### config.mk
export PLATFORM = sky130hd
export DESIGN_NAME = prb_ring_ctrl
export DESIGN_NICKNAME = d
export VERILOG_FILES = /design/src/pkg/prb_pkg.sv /design/src/rtl/prb_ring_ctrl.sv
export VERILOG_INCLUDE_DIRS = /design/src /design/src/pkg
export SDC_FILE = /design/constraint.sdc
export NUM_CORES = 2
export LEC_CHECK = 0
export BUFFER_PORTS_ARGS = -buffer_cell sky130_fd_sc_hd__buf_2
export CORE_ASPECT_RATIO = 1.75
export CORE_MARGIN = 2
export CORE_UTILIZATION = 62
export CTS_BUF_LIST = sky130_fd_sc_hd__clkbuf_16
export DETAILED_ROUTE_END_ITERATION = 8
export GPL_TIMING_DRIVEN = 0
export PLACE_DENSITY = 0.81
export SKIP_LAST_GASP = 1
export SYNTH_ARGS = -nofsm -noshare
export SYNTH_HDL_FRONTEND = slang
export SYNTH_SLANG_ARGS = --single-unit
### constraint.sdc
create_clock -name clock -period 12.93 [get_ports clock]
set_input_delay 1.9395 -clock clock [delete_from_list [all_inputs] [get_ports clock]]
set_output_delay 1.9395 -clock clock [all_outputs]
set_load 0.01 [all_outputs]
### src/pkg/prb_consts.svh
`ifndef PRB_CONSTS_SVH
`define PRB_CONSTS_SVH

// ----------------------------------------------------------------------
// register byte offsets
// ----------------------------------------------------------------------
`define PRB_OFF_CTRL      8'h00
`define PRB_OFF_FLAGS     8'h04
`define PRB_OFF_SIZE      8'h08
`define PRB_OFF_BASE_LO   8'h0C
`define PRB_OFF_BASE_HI   8'h10
`define PRB_OFF_WROFF     8'h14
`define PRB_OFF_DROP_LO   8'h18
`define PRB_OFF_DROP_HI   8'h1C
`define PRB_OFF_THRESH    8'h20
`define PRB_OFF_FILTERS   8'h24
`define PRB_OFF_IPLO_LO   8'h28
`define PRB_OFF_IPLO_HI   8'h2C
`define PRB_OFF_IPHI_LO   8'h30
`define PRB_OFF_IPHI_HI   8'h34
`define PRB_OFF_RDOFF     8'h38
`define PRB_OFF_STATUS    8'h3C
`define PRB_OFF_LIN_LO    8'h40
`define PRB_OFF_LIN_HI    8'h44
`define PRB_OFF_INTERVAL  8'h48

// ----------------------------------------------------------------------
// field positions
// ----------------------------------------------------------------------
`define PRB_CTRL_ENABLE   0
`define PRB_CTRL_RELOAD   1
`define PRB_FLAG_EVENT    0
`define PRB_FLAG_THRESH   31
`define PRB_FILT_IPF      28
`define PRB_SIZE_MSB      27
`define PRB_RAND_LSB      28
`define PRB_RAND_MSB      31
`define PRB_STAT_ACTIVE   0
`define PRB_STAT_EMPTY    1
`define PRB_STAT_BUSY     2

// ----------------------------------------------------------------------
// sizes and reset values
// ----------------------------------------------------------------------
`define PRB_REC_LOG2      5
`define PRB_CNT_W         26
`define PRB_LFSR_SEED     16'hACE1
`define PRB_LFSR_TAPS     16'hB400

`endif

### src/pkg/prb_pkg.sv
package prb_pkg;

  typedef logic [63:0] prb_addr_t;

  typedef enum logic [0:0] {
    PRB_IDLE = 1'b0,
    PRB_WAIT = 1'b1
  } prb_state_e;

endpackage

### src/rtl/prb_ring_ctrl.sv
`timescale 1ns/10ps
// Summary of operation
// - on load, enabled mask is requested flags ANDed with feature config, written back
// - ring size is a 28-bit byte count, rounded down to record multiple
// - each counter reload replaces its low N bits by random bits, N from field
// - on load, base is made linear and kept internally; base field unchanged
// - ring is empty when write offset equals read offset
// - a write offset not below ring size is replaced by zero
// - a write offset not a record multiple is rounded down
// - if advancing would hit read offset, keep offset and bump 64-bit drop count
// - after each store, interrupt if used space reaches the threshold
// - never interrupt while threshold exceeds ring size
// - zero threshold interrupts after every stored record
// - threshold is rounded down to a record multiple
// - threshold ignored when unsupported in config or off in enabled mask
// - an event counts only if it passes the filter field
// - with range filtering, instruction start must be at or above low limit
// - range limits ignored when filter bit is clear or filtering unsupported
// - with range filtering, instruction start must be at or below high limit
// - constant fields load into internal state on enable, reload allowed later
`include "prb_consts.svh"

module prb_ring_ctrl #(
  parameter int REC_LOG2 = `PRB_REC_LOG2
) (
  input  wire logic                clock,
  input  wire logic                rst_b,
  input  wire logic                psel,
  input  wire logic                penable,
  input  wire logic                pwrite,
  input  wire logic [7:0]          paddr,
  input  wire logic [31:0]         pwdata,
  output logic      [31:0]         prdata,
  output logic                     pready,
  output logic                     pslverr,
  input  wire logic [31:0]         featureConfig,
  input  wire logic                ipRangeSupported,
  input  wire prb_pkg::prb_addr_t  segmentBase,
  input  wire logic                evValid,
  input  wire logic [7:0]          evAttr,
  input  wire prb_pkg::prb_addr_t  evIp,
  output logic                     memWrReq,
  output prb_pkg::prb_addr_t       memWrAddr,
  input  wire logic                memWrAck,
  output logic                     thresholdIrq,
  output logic                     samplerActive
);
  import prb_pkg::*;

  localparam logic [31:0] REC_BYTES = 32'(1) << REC_LOG2;
  localparam int          CW        = `PRB_CNT_W;

  // ----------------------------------------------------------------------
  // register state
  // ----------------------------------------------------------------------
  logic              enable_q;
  logic [31:0]       flags_q;
  logic [27:0]       ringSizeBytes_q;
  logic [3:0]        random_q;
  prb_addr_t         ringBaseAddress_q;
  logic [31:0]       threshold_q;
  logic [31:0]       filters_q;
  prb_addr_t         ipRangeLow_q;
  prb_addr_t         ipRangeHigh_q;
  logic [31:0]       ringReadOffset_q;
  logic [CW-1:0]     interval_q;
  prb_addr_t         linBase_q;
  logic [31:0]       sizeInt_q;
  logic [31:0]       thrInt_q;
  logic [31:0]       ringWriteOffset_q;
  logic [63:0]       droppedRecordCount_q;
  prb_state_e        state_q;
  logic [CW-1:0]     count_q;
  logic [15:0]       lfsr_q;
  logic [31:0]       prdata_q;
  logic              pslverr_q;
  logic              thresholdIrq_q;
  prb_addr_t         memWrAddr_q;

  logic              apbWrite;
  logic              apbSetup;
  logic              loadNow;
  logic [31:0]       sizeRnd;
  logic [31:0]       wrOffSane;
  logic [31:0]       headSum;
  logic [31:0]       headNext;
  logic              ringFull;
  logic [31:0]       headAfter;
  logic [31:0]       usedSpace;
  logic              thrOn;
  logic              thrFire;
  logic              ipFilterActive;
  logic              inRange;
  logic              filterPass;
  logic              qualified;
  logic              fire;
  logic              storeDone;
  logic [CW-1:0]     randMask;
  logic [CW-1:0]     reloadVal;
  logic [31:0]       readMux;
  logic              readHit;
  assign apbWrite = psel & penable & pwrite;
  assign apbSetup = psel & ~penable;
  // a write with enable set starts a session, or with reload also set reloads a running one
  assign loadNow  = apbWrite && paddr == `PRB_OFF_CTRL && pwdata[`PRB_CTRL_ENABLE] &&
                    (!enable_q || pwdata[`PRB_CTRL_RELOAD]);

  // ----------------------------------------------------------------------
  // software-owned fields and load-time shadows
  // ----------------------------------------------------------------------
  assign sizeRnd = {4'h0, ringSizeBytes_q[`PRB_SIZE_MSB:REC_LOG2], {REC_LOG2{1'b0}}};
  always_ff @(posedge clock or negedge rst_b) begin
    if (!rst_b) begin
      enable_q          <= 1'b0;
      flags_q           <= 32'h0000_0000;
      ringSizeBytes_q   <= 28'h000_0000;
      random_q          <= 4'h0;
      ringBaseAddress_q <= 64'h0000_0000_0000_0000;
      threshold_q       <= 32'h0000_0000;
      filters_q         <= 32'h0000_0000;
      ipRangeLow_q      <= 64'h0000_0000_0000_0000;
      ipRangeHigh_q     <= 64'h0000_0000_0000_0000;
      ringReadOffset_q  <= 32'h0000_0000;
      interval_q        <= 26'h000_0000;
      linBase_q         <= 64'h0000_0000_0000_0000;
      sizeInt_q         <= 32'h0000_0000;
      thrInt_q          <= 32'h0000_0000;
    end else begin
      if (loadNow) begin
        flags_q   <= flags_q & featureConfig;
        linBase_q <= ringBaseAddress_q + segmentBase;
        sizeInt_q <= sizeRnd;
        thrInt_q  <= {threshold_q[31:REC_LOG2], {REC_LOG2{1'b0}}};
      end
      if (apbWrite) begin
        unique case (paddr)
          `PRB_OFF_CTRL:     enable_q <= pwdata[`PRB_CTRL_ENABLE];
          `PRB_OFF_FLAGS:    flags_q <= pwdata;
          `PRB_OFF_SIZE: begin
            ringSizeBytes_q <= pwdata[`PRB_SIZE_MSB:0];
            random_q        <= pwdata[`PRB_RAND_MSB:`PRB_RAND_LSB];
          end
          `PRB_OFF_BASE_LO:  ringBaseAddress_q[31:0] <= pwdata;
          `PRB_OFF_BASE_HI:  ringBaseAddress_q[63:32] <= pwdata;
          `PRB_OFF_THRESH:   threshold_q <= pwdata;
          `PRB_OFF_FILTERS:  filters_q <= pwdata;
          `PRB_OFF_IPLO_LO:  ipRangeLow_q[31:0] <= pwdata;
          `PRB_OFF_IPLO_HI:  ipRangeLow_q[63:32] <= pwdata;
          `PRB_OFF_IPHI_LO:  ipRangeHigh_q[31:0] <= pwdata;
          `PRB_OFF_IPHI_HI:  ipRangeHigh_q[63:32] <= pwdata;
          `PRB_OFF_RDOFF:    ringReadOffset_q <= pwdata;
          `PRB_OFF_INTERVAL: interval_q <= pwdata[CW-1:0];
          default: ;
        endcase
      end
    end
  end

  assign samplerActive = enable_q;

  // ----------------------------------------------------------------------
  // event qualification
  // ----------------------------------------------------------------------
  // a set filter bit rejects events carrying that attribute
  assign filterPass     = ~|(evAttr & filters_q[7:0]);
  assign ipFilterActive = filters_q[`PRB_FILT_IPF] & ipRangeSupported;
  assign inRange        = !ipFilterActive ||
                          (evIp >= ipRangeLow_q && evIp <= ipRangeHigh_q);
  assign qualified      = enable_q & flags_q[`PRB_FLAG_EVENT] & evValid & filterPass & inRange;
  // an event at zero while a store is pending is not recorded; counter stays at zero
  assign fire           = qualified && count_q == '0 && state_q == PRB_IDLE;
  assign storeDone      = state_q == PRB_WAIT && memWrAck;

  // ----------------------------------------------------------------------
  // countdown with randomised reload
  // ----------------------------------------------------------------------
  assign randMask  = CW'((32'h1 << random_q) - 32'h1);
  assign reloadVal = (interval_q & ~randMask) | ({10'h000, lfsr_q} & randMask);

  always_ff @(posedge clock or negedge rst_b) begin
    if (!rst_b) begin
      lfsr_q <= `PRB_LFSR_SEED;
    end else begin
      lfsr_q <= lfsr_q[0] ? ((lfsr_q >> 1) ^ `PRB_LFSR_TAPS) : (lfsr_q >> 1);
    end
  end

  always_ff @(posedge clock or negedge rst_b) begin
    if (!rst_b) begin
      count_q <= 26'h000_0000;
    end else if (loadNow || fire) begin
      count_q <= reloadVal;
    end else if (qualified && count_q != '0) begin
      count_q <= count_q - CW'(1);
    end
  end

  // ----------------------------------------------------------------------
  // store sequencing
  // ----------------------------------------------------------------------
  always_ff @(posedge clock or negedge rst_b) begin
    if (!rst_b) begin
      state_q     <= PRB_IDLE;
      memWrAddr_q <= 64'h0000_0000_0000_0000;
    end else begin
      unique case (state_q)
        PRB_IDLE: begin
          if (fire) begin
            state_q     <= PRB_WAIT;
            memWrAddr_q <= linBase_q + {32'h0000_0000, ringWriteOffset_q};
          end
        end
        PRB_WAIT: begin
          if (memWrAck) begin
            state_q <= PRB_IDLE;
          end
        end
      endcase
    end
  end

  assign memWrReq  = state_q == PRB_WAIT;
  assign memWrAddr = memWrAddr_q;

  // ----------------------------------------------------------------------
  // ring offsets, overflow and threshold
  // ----------------------------------------------------------------------
  always_comb begin
    wrOffSane = 32'h0000_0000;
    if (ringWriteOffset_q < sizeRnd) begin
      wrOffSane = {ringWriteOffset_q[31:REC_LOG2], {REC_LOG2{1'b0}}};
    end
  end

  assign headSum   = ringWriteOffset_q + REC_BYTES;
  assign headNext  = (headSum >= sizeInt_q) ? 32'h0000_0000 : headSum;
  assign ringFull  = headNext == ringReadOffset_q;
  assign headAfter = ringFull ? ringWriteOffset_q : headNext;
  // modulo form; correct only while the read offset stays below the size
  assign usedSpace = (headAfter >= ringReadOffset_q) ? headAfter - ringReadOffset_q :
                     headAfter + sizeInt_q - ringReadOffset_q;
  assign thrOn     = flags_q[`PRB_FLAG_THRESH] & featureConfig[`PRB_FLAG_THRESH];
  assign thrFire   = thrOn && !(threshold_q > sizeInt_q) && usedSpace >= thrInt_q;

  always_ff @(posedge clock or negedge rst_b) begin
    if (!rst_b) begin
      ringWriteOffset_q    <= 32'h0000_0000;
      droppedRecordCount_q <= 64'h0000_0000_0000_0000;
    end else begin
      if (loadNow) begin
        ringWriteOffset_q <= wrOffSane;
      end else if (storeDone) begin
        if (ringFull) begin
          droppedRecordCount_q <= droppedRecordCount_q + 64'h1;
        end else begin
          ringWriteOffset_q <= headNext;
        end
      end else if (apbWrite && !enable_q) begin
        if (paddr == `PRB_OFF_WROFF) ringWriteOffset_q <= pwdata;
        if (paddr == `PRB_OFF_DROP_LO) droppedRecordCount_q[31:0] <= pwdata;
        if (paddr == `PRB_OFF_DROP_HI) droppedRecordCount_q[63:32] <= pwdata;
      end
    end
  end

  always_ff @(posedge clock or negedge rst_b) begin
    if (!rst_b) begin
      thresholdIrq_q <= 1'b0;
    end else begin
      thresholdIrq_q <= storeDone & thrFire;
    end
  end

  assign thresholdIrq = thresholdIrq_q;

  // ----------------------------------------------------------------------
  // apb read path
  // ----------------------------------------------------------------------
  always_comb begin
    readHit = 1'b1;
    readMux = 32'h0000_0000;
    unique case (paddr)
      `PRB_OFF_CTRL:     readMux = {31'h0, enable_q};
      `PRB_OFF_FLAGS:    readMux = flags_q;
      `PRB_OFF_SIZE:     readMux = {random_q, ringSizeBytes_q};
      `PRB_OFF_BASE_LO:  readMux = ringBaseAddress_q[31:0];
      `PRB_OFF_BASE_HI:  readMux = ringBaseAddress_q[63:32];
      `PRB_OFF_WROFF:    readMux = ringWriteOffset_q;
      `PRB_OFF_DROP_LO:  readMux = droppedRecordCount_q[31:0];
      `PRB_OFF_DROP_HI:  readMux = droppedRecordCount_q[63:32];
      `PRB_OFF_THRESH:   readMux = threshold_q;
      `PRB_OFF_FILTERS:  readMux = filters_q;
      `PRB_OFF_IPLO_LO:  readMux = ipRangeLow_q[31:0];
      `PRB_OFF_IPLO_HI:  readMux = ipRangeLow_q[63:32];
      `PRB_OFF_IPHI_LO:  readMux = ipRangeHigh_q[31:0];
      `PRB_OFF_IPHI_HI:  readMux = ipRangeHigh_q[63:32];
      `PRB_OFF_RDOFF:    readMux = ringReadOffset_q;
      `PRB_OFF_STATUS:   readMux = {29'h0, memWrReq,
                                    ringWriteOffset_q == ringReadOffset_q, enable_q};
      `PRB_OFF_LIN_LO:   readMux = linBase_q[31:0];
      `PRB_OFF_LIN_HI:   readMux = linBase_q[63:32];
      `PRB_OFF_INTERVAL: readMux = {6'h00, interval_q};
      default:           readHit = 1'b0;
    endcase
  end

  always_ff @(posedge clock or negedge rst_b) begin
    if (!rst_b) begin
      prdata_q  <= 32'h0000_0000;
      pslverr_q <= 1'b0;
    end else if (apbSetup) begin
      prdata_q  <= pwrite ? 32'h0000_0000 : readMux;
      pslverr_q <= !readHit;
    end
  end

  assign prdata  = prdata_q;
  assign pready  = psel & penable;
  assign pslverr = pslverr_q & psel & penable;

  // ----------------------------------------------------------------------
  // checks
  // ----------------------------------------------------------------------
  a_flags_masked: assert property (@(posedge clock) disable iff (!rst_b)
    loadNow |=> (flags_q & ~$past(featureConfig)) == 32'h0)
    else $error("enabled mask holds an unsupported feature");
  a_random_bits: assert property (@(posedge clock) disable iff (!rst_b)
    (fire || loadNow) |=> (count_q & ~$past(randMask)) == ($past(interval_q) & ~$past(randMask)))
    else $error("reload upper bits differ from interval");
  a_load_offset: assert property (@(posedge clock) disable iff (!rst_b)
    (loadNow && sizeRnd != 32'h0) |=> ringWriteOffset_q < sizeInt_q &&
                                      ringWriteOffset_q[REC_LOG2-1:0] == '0)
    else $error("loaded write offset out of range or unaligned");
  a_drop_count: assert property (@(posedge clock) disable iff (!rst_b)
    (storeDone && ringFull && !loadNow) |=>
      droppedRecordCount_q == $past(droppedRecordCount_q) + 64'h1 &&
      ringWriteOffset_q == $past(ringWriteOffset_q))
    else $error("full ring not handled as a drop");
  a_offset_step: assert property (@(posedge clock) disable iff (!rst_b)
    (storeDone && !ringFull && !loadNow) |=> ringWriteOffset_q == 32'h0 ||
      ringWriteOffset_q == $past(ringWriteOffset_q) + REC_BYTES)
    else $error("write offset advanced by a wrong step");
  a_thresh_over: assert property (@(posedge clock) disable iff (!rst_b)
    (storeDone && threshold_q > sizeInt_q) |=> !thresholdIrq)
    else $error("interrupt with threshold above ring size");
  a_thresh_zero: assert property (@(posedge clock) disable iff (!rst_b)
    (storeDone && thrOn && threshold_q == 32'h0) |=> thresholdIrq ##1 !thresholdIrq)
    else $error("zero threshold did not interrupt once per record");
  a_thresh_off: assert property (@(posedge clock) disable iff (!rst_b)
    !thrOn |=> !thresholdIrq)
    else $error("interrupt while threshold disabled");
  a_range_reject: assert property (@(posedge clock) disable iff (!rst_b)
    (evValid && ipFilterActive && (evIp < ipRangeLow_q || evIp > ipRangeHigh_q)) |-> !qualified)
    else $error("out of range instruction counted");
  a_filter_reject: assert property (@(posedge clock) disable iff (!rst_b)
    (evValid && (evAttr & filters_q[7:0]) != 8'h0) |-> !qualified)
    else $error("filtered event counted");
  a_store_hold: assert property (@(posedge clock) disable iff (!rst_b)
    (memWrReq && !memWrAck) |=> memWrReq && $stable(memWrAddr))
    else $error("store request dropped before ack");
endmodule

==> results of run 1 <==
-- cell families after synthesis --
kind of cell,Yosys count,synth area share (%)
AO/OA/AOI/OAI,1546,20.2
XOR/XNOR,266,4.63
adder cells (fa/ha/maj),418,10.9
buffers and inverters,687,5.33
flip-flops,730,36.3
multiplexers,400,8.77
AND/OR/NAND/NOR,1446,13.9
-- per-stage QoR --
stage	std cells	TNS [ps]
detailed placement	6870	-1710
CTS	6997	0
floorplan	5493	0
global placement	6859	-4013310
-- per-layer routing --
metal	global-route usage, %	GRT overflow
met5	20.6	2
met4	79.2	209
met3	59.6	8
met2	94.3	248
met1	76.9	0
-- what timing repair did --
item	CTS
gates cloned	0
pin swaps	1
resized for setup	19
endpoints found under the hold margin	0
setup endpoints to repair	1
==> impl_metrics.ini, run 1 <==
[global_routing]
grt_max_degree = 122
grt_pass1_vias = 58950
grt_overflow = 467
grt_pass1_wl_um = 470000
grtUsageTotal_pct = 77.0

[floorplanning]
io_pins = 317
die_w_um = 219
rows = 138
die_h_um = 381
initial_core_util_pct = 62.4

[logic_synthesis]
synth_commonest_cells = 722 x dfrtp_1, 530 x nand2_1, 491 x o21ai_0, 385 x ha_1, 378 x inv_1
synth.distinct_cells = 97
synth_top_area_share_pct = 35.9
synth_edf_count = 0
synth_seq_cells = 730
synth_nets = 6127
synth_area_leaders = dfrtp_1 36%, ha_1 9.6%, mux2_2 7.3%
synth_area_mm2 = 0.0503
synth_ff_type = dfrtp_1
ys_seq_area_share_pct = 36.3
yosysWarnings = 0
yosys.area.top_type = dfrtp_1
async_flop_share_pct = 100
postSynthAreaPerCell_um2 = 9.16
synth_cells = 5493
yosysMostFrequentCell = dfrtp_1

[status]
status = did not finish
lastStage = global routing
error = [ERROR GRT-0116] Global routing finished with congestion. Check the congestion regions in the DRC Viewer.

[clocking]
clock_sinks = 730
clk_path_buf_depth = 3
cts_htree_levels = 3
cts_root_buffer = clkbuf_16
cts-buffers-inserted = 72
ctsHoldBuffers = 0
post_cts_buffers = 0

[place]
gp_routability_congestion = 1.19
portBuffers = 316
dpl_cell_area_mm2 = 0.0535
place_ws_ps = -1710
hpwl_um = 212000
==> inputs of run 2 (changes only) <==
CORE_ASPECT_RATIO = default   (was 1.75)
CORE_UTILIZATION = 40   (was 62)
CTS_BUF_LIST = default   (was sky130_fd_sc_hd__clkbuf_16)
PLACE_DENSITY = default   (was 0.81)
PLACE_DENSITY_LB_ADDON = 0.15   (was default)
==> impl_metrics.ini, run 2 <==
[status]
violations = max-capacitance violations, max-slew violations
status = complete, but fails checks

[final_layout]
layout_common_cells = 721 x dfrtp_1, 529 x nand2_1, 490 x o21ai_0
fill_cells = 12386
seq_area_mm2 = 0.0183
multi_input_area_mm2 = 0.0295
layout_commonest_cell = dfrtp_1
area_delta_synth_final_pct = 14.7
drive_above_1_share_pct = 15.8
fin_area_mm2 = 0.0577
nNetsFinal = 6545

[power_and_ir_drop]
power_density_mw_per_mm2 = 111
pwr-share-comb_pct = 15.9
ir_worst_vdd_v = 0.0000992
p_int_w = 0.00446
switching_share_pct = 30.2
seq_power_share_pct = 37.6
leakagePower_nw = 27.0
p_clk_share_pct = 46.4
switching_power_w = 0.00193

[place]
place_ws_ps = -417
dpl_cell_area_mm2 = 0.0542
hpwl_um = 219000
gp_routability_congestion = 1.07
portBuffers = 316

[logic_synthesis]
async_flop_share_pct = 100
synth_area_mm2 = 0.0503
synth_ff_type = dfrtp_1
synth_edf_count = 0
yosysMostFrequentCell = dfrtp_1
postSynthAreaPerCell_um2 = 9.16
synth_cells = 5493
synth_nets = 6127
yosys.area.top_type = dfrtp_1
synth_top_area_share_pct = 35.9
synth_seq_cells = 730
ys_seq_area_share_pct = 36.3
yosysWarnings = 0
synth.distinct_cells = 97
synth_commonest_cells = 722 x dfrtp_1, 530 x nand2_1, 491 x o21ai_0, 385 x ha_1, 378 x inv_1
synth_area_leaders = dfrtp_1 36%, ha_1 9.6%, mux2_2 7.3%

[critical_path]
worstPathArrival_ps = 13180
required_ps = 13490
criticalPathCategory = reg -> reg
slowest_stage = clkbuf_1
critPathMaxStageDelay_ps = 730
critPathLaunchType = flip-flop
worst_setup_path_end_kind = flip-flop
cpMostUsedCell = a21o_1
crit_path_max_fanout = 10

[sta]
setup_viol = 0
setup_ws_ps = 314
finalHoldViolCount = 0
period_needed_ps = 12620
period_share_pct = 97.6
rsz0062_at_grt = no
relSlewSlack_pct = -11.9
max_freq_mhz = 79.3
worst_pin_slew_ps = 1660
slew_viol_final = 26
finalClockSkew_ps = 54.1

[worst_hold_path]
hp-class = reg -> reg

[global_routing]
grtUsageTotal_pct = 41.5
grt_pass1_vias = 45857
grt_pass1_wl_um = 369000
grt_max_degree = 114
grt_antenna_before_repair = 34
grt_overflow = 0

[clocking]
cts_htree_levels = 3
post_cts_buffers = 0
cts-buffers-inserted = 91
ctsHoldBuffers = 0
cts_root_buffer = clkbuf_16
clkTransAtPathRegs_ps = 60
clk_path_buf_depth = 3
clock_sinks = 730
clkLatencyLatePin_ps = 740
cts_tree = built

[floorplanning]
io_pins = 317
die_h_um = 359
rows = 130
die_area_mm2 = 0.129
initial_core_util_pct = 40.2
core_area_mm2 = 0.125
die_w_um = 359

[drt]
via_per_inst = 6.46
drcViolationCount = 0
routed_wl_um = 272000
met2_length_um = 107000
top_layer = met5
wirelength_met1_um = 112000
routedWlPerCell_um = 35.5
num_vias = 49385
met3_wirelength_um = 32000
drt_first_iter_violations = 6776
dr.pass1.iters = 9
ant_nets = 0

[run]
drv_cap = 4
run 2: cell counts after synthesis:
No cell type changed its count.
run 2: area by class of cell:
class / count / area share [%]
Inverter: 378 / 2.46
Sequential cell: 730 / 31.7
Timing Repair Buffer: 326 / 3.11
Tap cell: 1650 / 3.58
Clock buffer: 121 / 4.53
Antenna cell: 13 / 0.0564
Buffer: 308 / 2.20
Multi-Input combinational cell: 4076 / 51.0
Clock inverter: 47 / 1.37
run 2: critical path: cells and delay by family, from the launching register on:
| kind | cells | cell delay, ps |
|---|---|---|
| DFF | 1 | 610 |
| buffers and inverters | 5 | 1900 |
| adders and majority gates | 3 | 1010 |
| xor gates and xnor gates | 1 | 390 |
| and+or+nand+nor | 12 | 2560 |
| AOI/OAI and AO/OA | 25 | 5970 |
run 2: what timing repair did:
item,in CTS,in global routing
endpoints found under the setup margin,1,1
resized for setup,3,18
endpoints found under the hold margin,0,0
run 2: per-layer routing:
| metal | up-vias | global-route usage, % |
|---|---|---|
| li1 | 20831 | - |
| met1 | 24664 | 56.3 |
| met4 | 20 | 24.7 |
| met5 | - | 0.926 |
| met3 | 717 | 12.9 |
| met2 | 3153 | 57.3 |
run 2: cell families (layout without fill, tap and decap cells):
family	count (synthesis)	count (layout)	share of synthesized area (%)
compound gates	1546	1546	20.2
xor+xnor	266	266	4.63
fa+ha+maj	418	418	10.9
buf+inv	687	1180	5.33
flops	730	730	36.3
mux	400	400	8.77
other cells	0	13	0
simple gates	1446	1446	13.9
run 2: path summary, 6_finish.rpt:
| path | start | endpoint | slack [ps] | depth (start not counted) |
|---|---|---|---|---|
| max | ringWriteOffset_q[7] | thresholdIrq | 310 | 46 |
| min | lfsr_q[6] | lfsr_q[5] | 360 | 0 |
| max reg2reg | ringWriteOffset_q[7] | thresholdIrq | 310 | 46 |
| min reg2reg | lfsr_q[6] | lfsr_q[5] | 360 | 0 |
| max in group asynchronous | rst_b | thrInt_q[30] | 9890 | 3 |
| min in group asynchronous | rst_b | ipRangeHigh_q[38] | 1260 | 1 |
run 2: power by group through the flow:
| stage | Sequential, W | Combinational [W] | Clock [W] |
|---|---|---|---|
| after global placement | 0.00244 | 0.000967 | 0 |
| after detailed placement | 0.00244 | 0.000980 | 0 |
| after floorplan | 0.00239 | 0.000600 | 0 |
| after global routing | 0.00240 | 0.00110 | 0.00307 |
| after CTS | 0.00240 | 0.000989 | 0.00297 |
| final | 0.00241 | 0.00102 | 0.00297 |
run 2: stage by stage:
| step | total power, W | std cells | hold slack, ps | TNS (ps) | util [%] |
|---|---|---|---|---|---|
| global route | 0.00657 | 7637 | 363 | 0 | 46.1 |
| global placement | 0.00341 | 7459 | 354 | -4782300 | 43.1 |
| finish | 0.00639 | 7649 | 364 | 0 | 46.1 |
| floorplan | 0.00299 | 5493 | 351 | 0 | - |
| detailed placement | 0.00342 | 7469 | 357 | -417 | 43.3 |
| CTS | 0.00636 | 7636 | 362 | 0 | 46.0 |
Note: power is estimated with default switching activity, not from simulation.
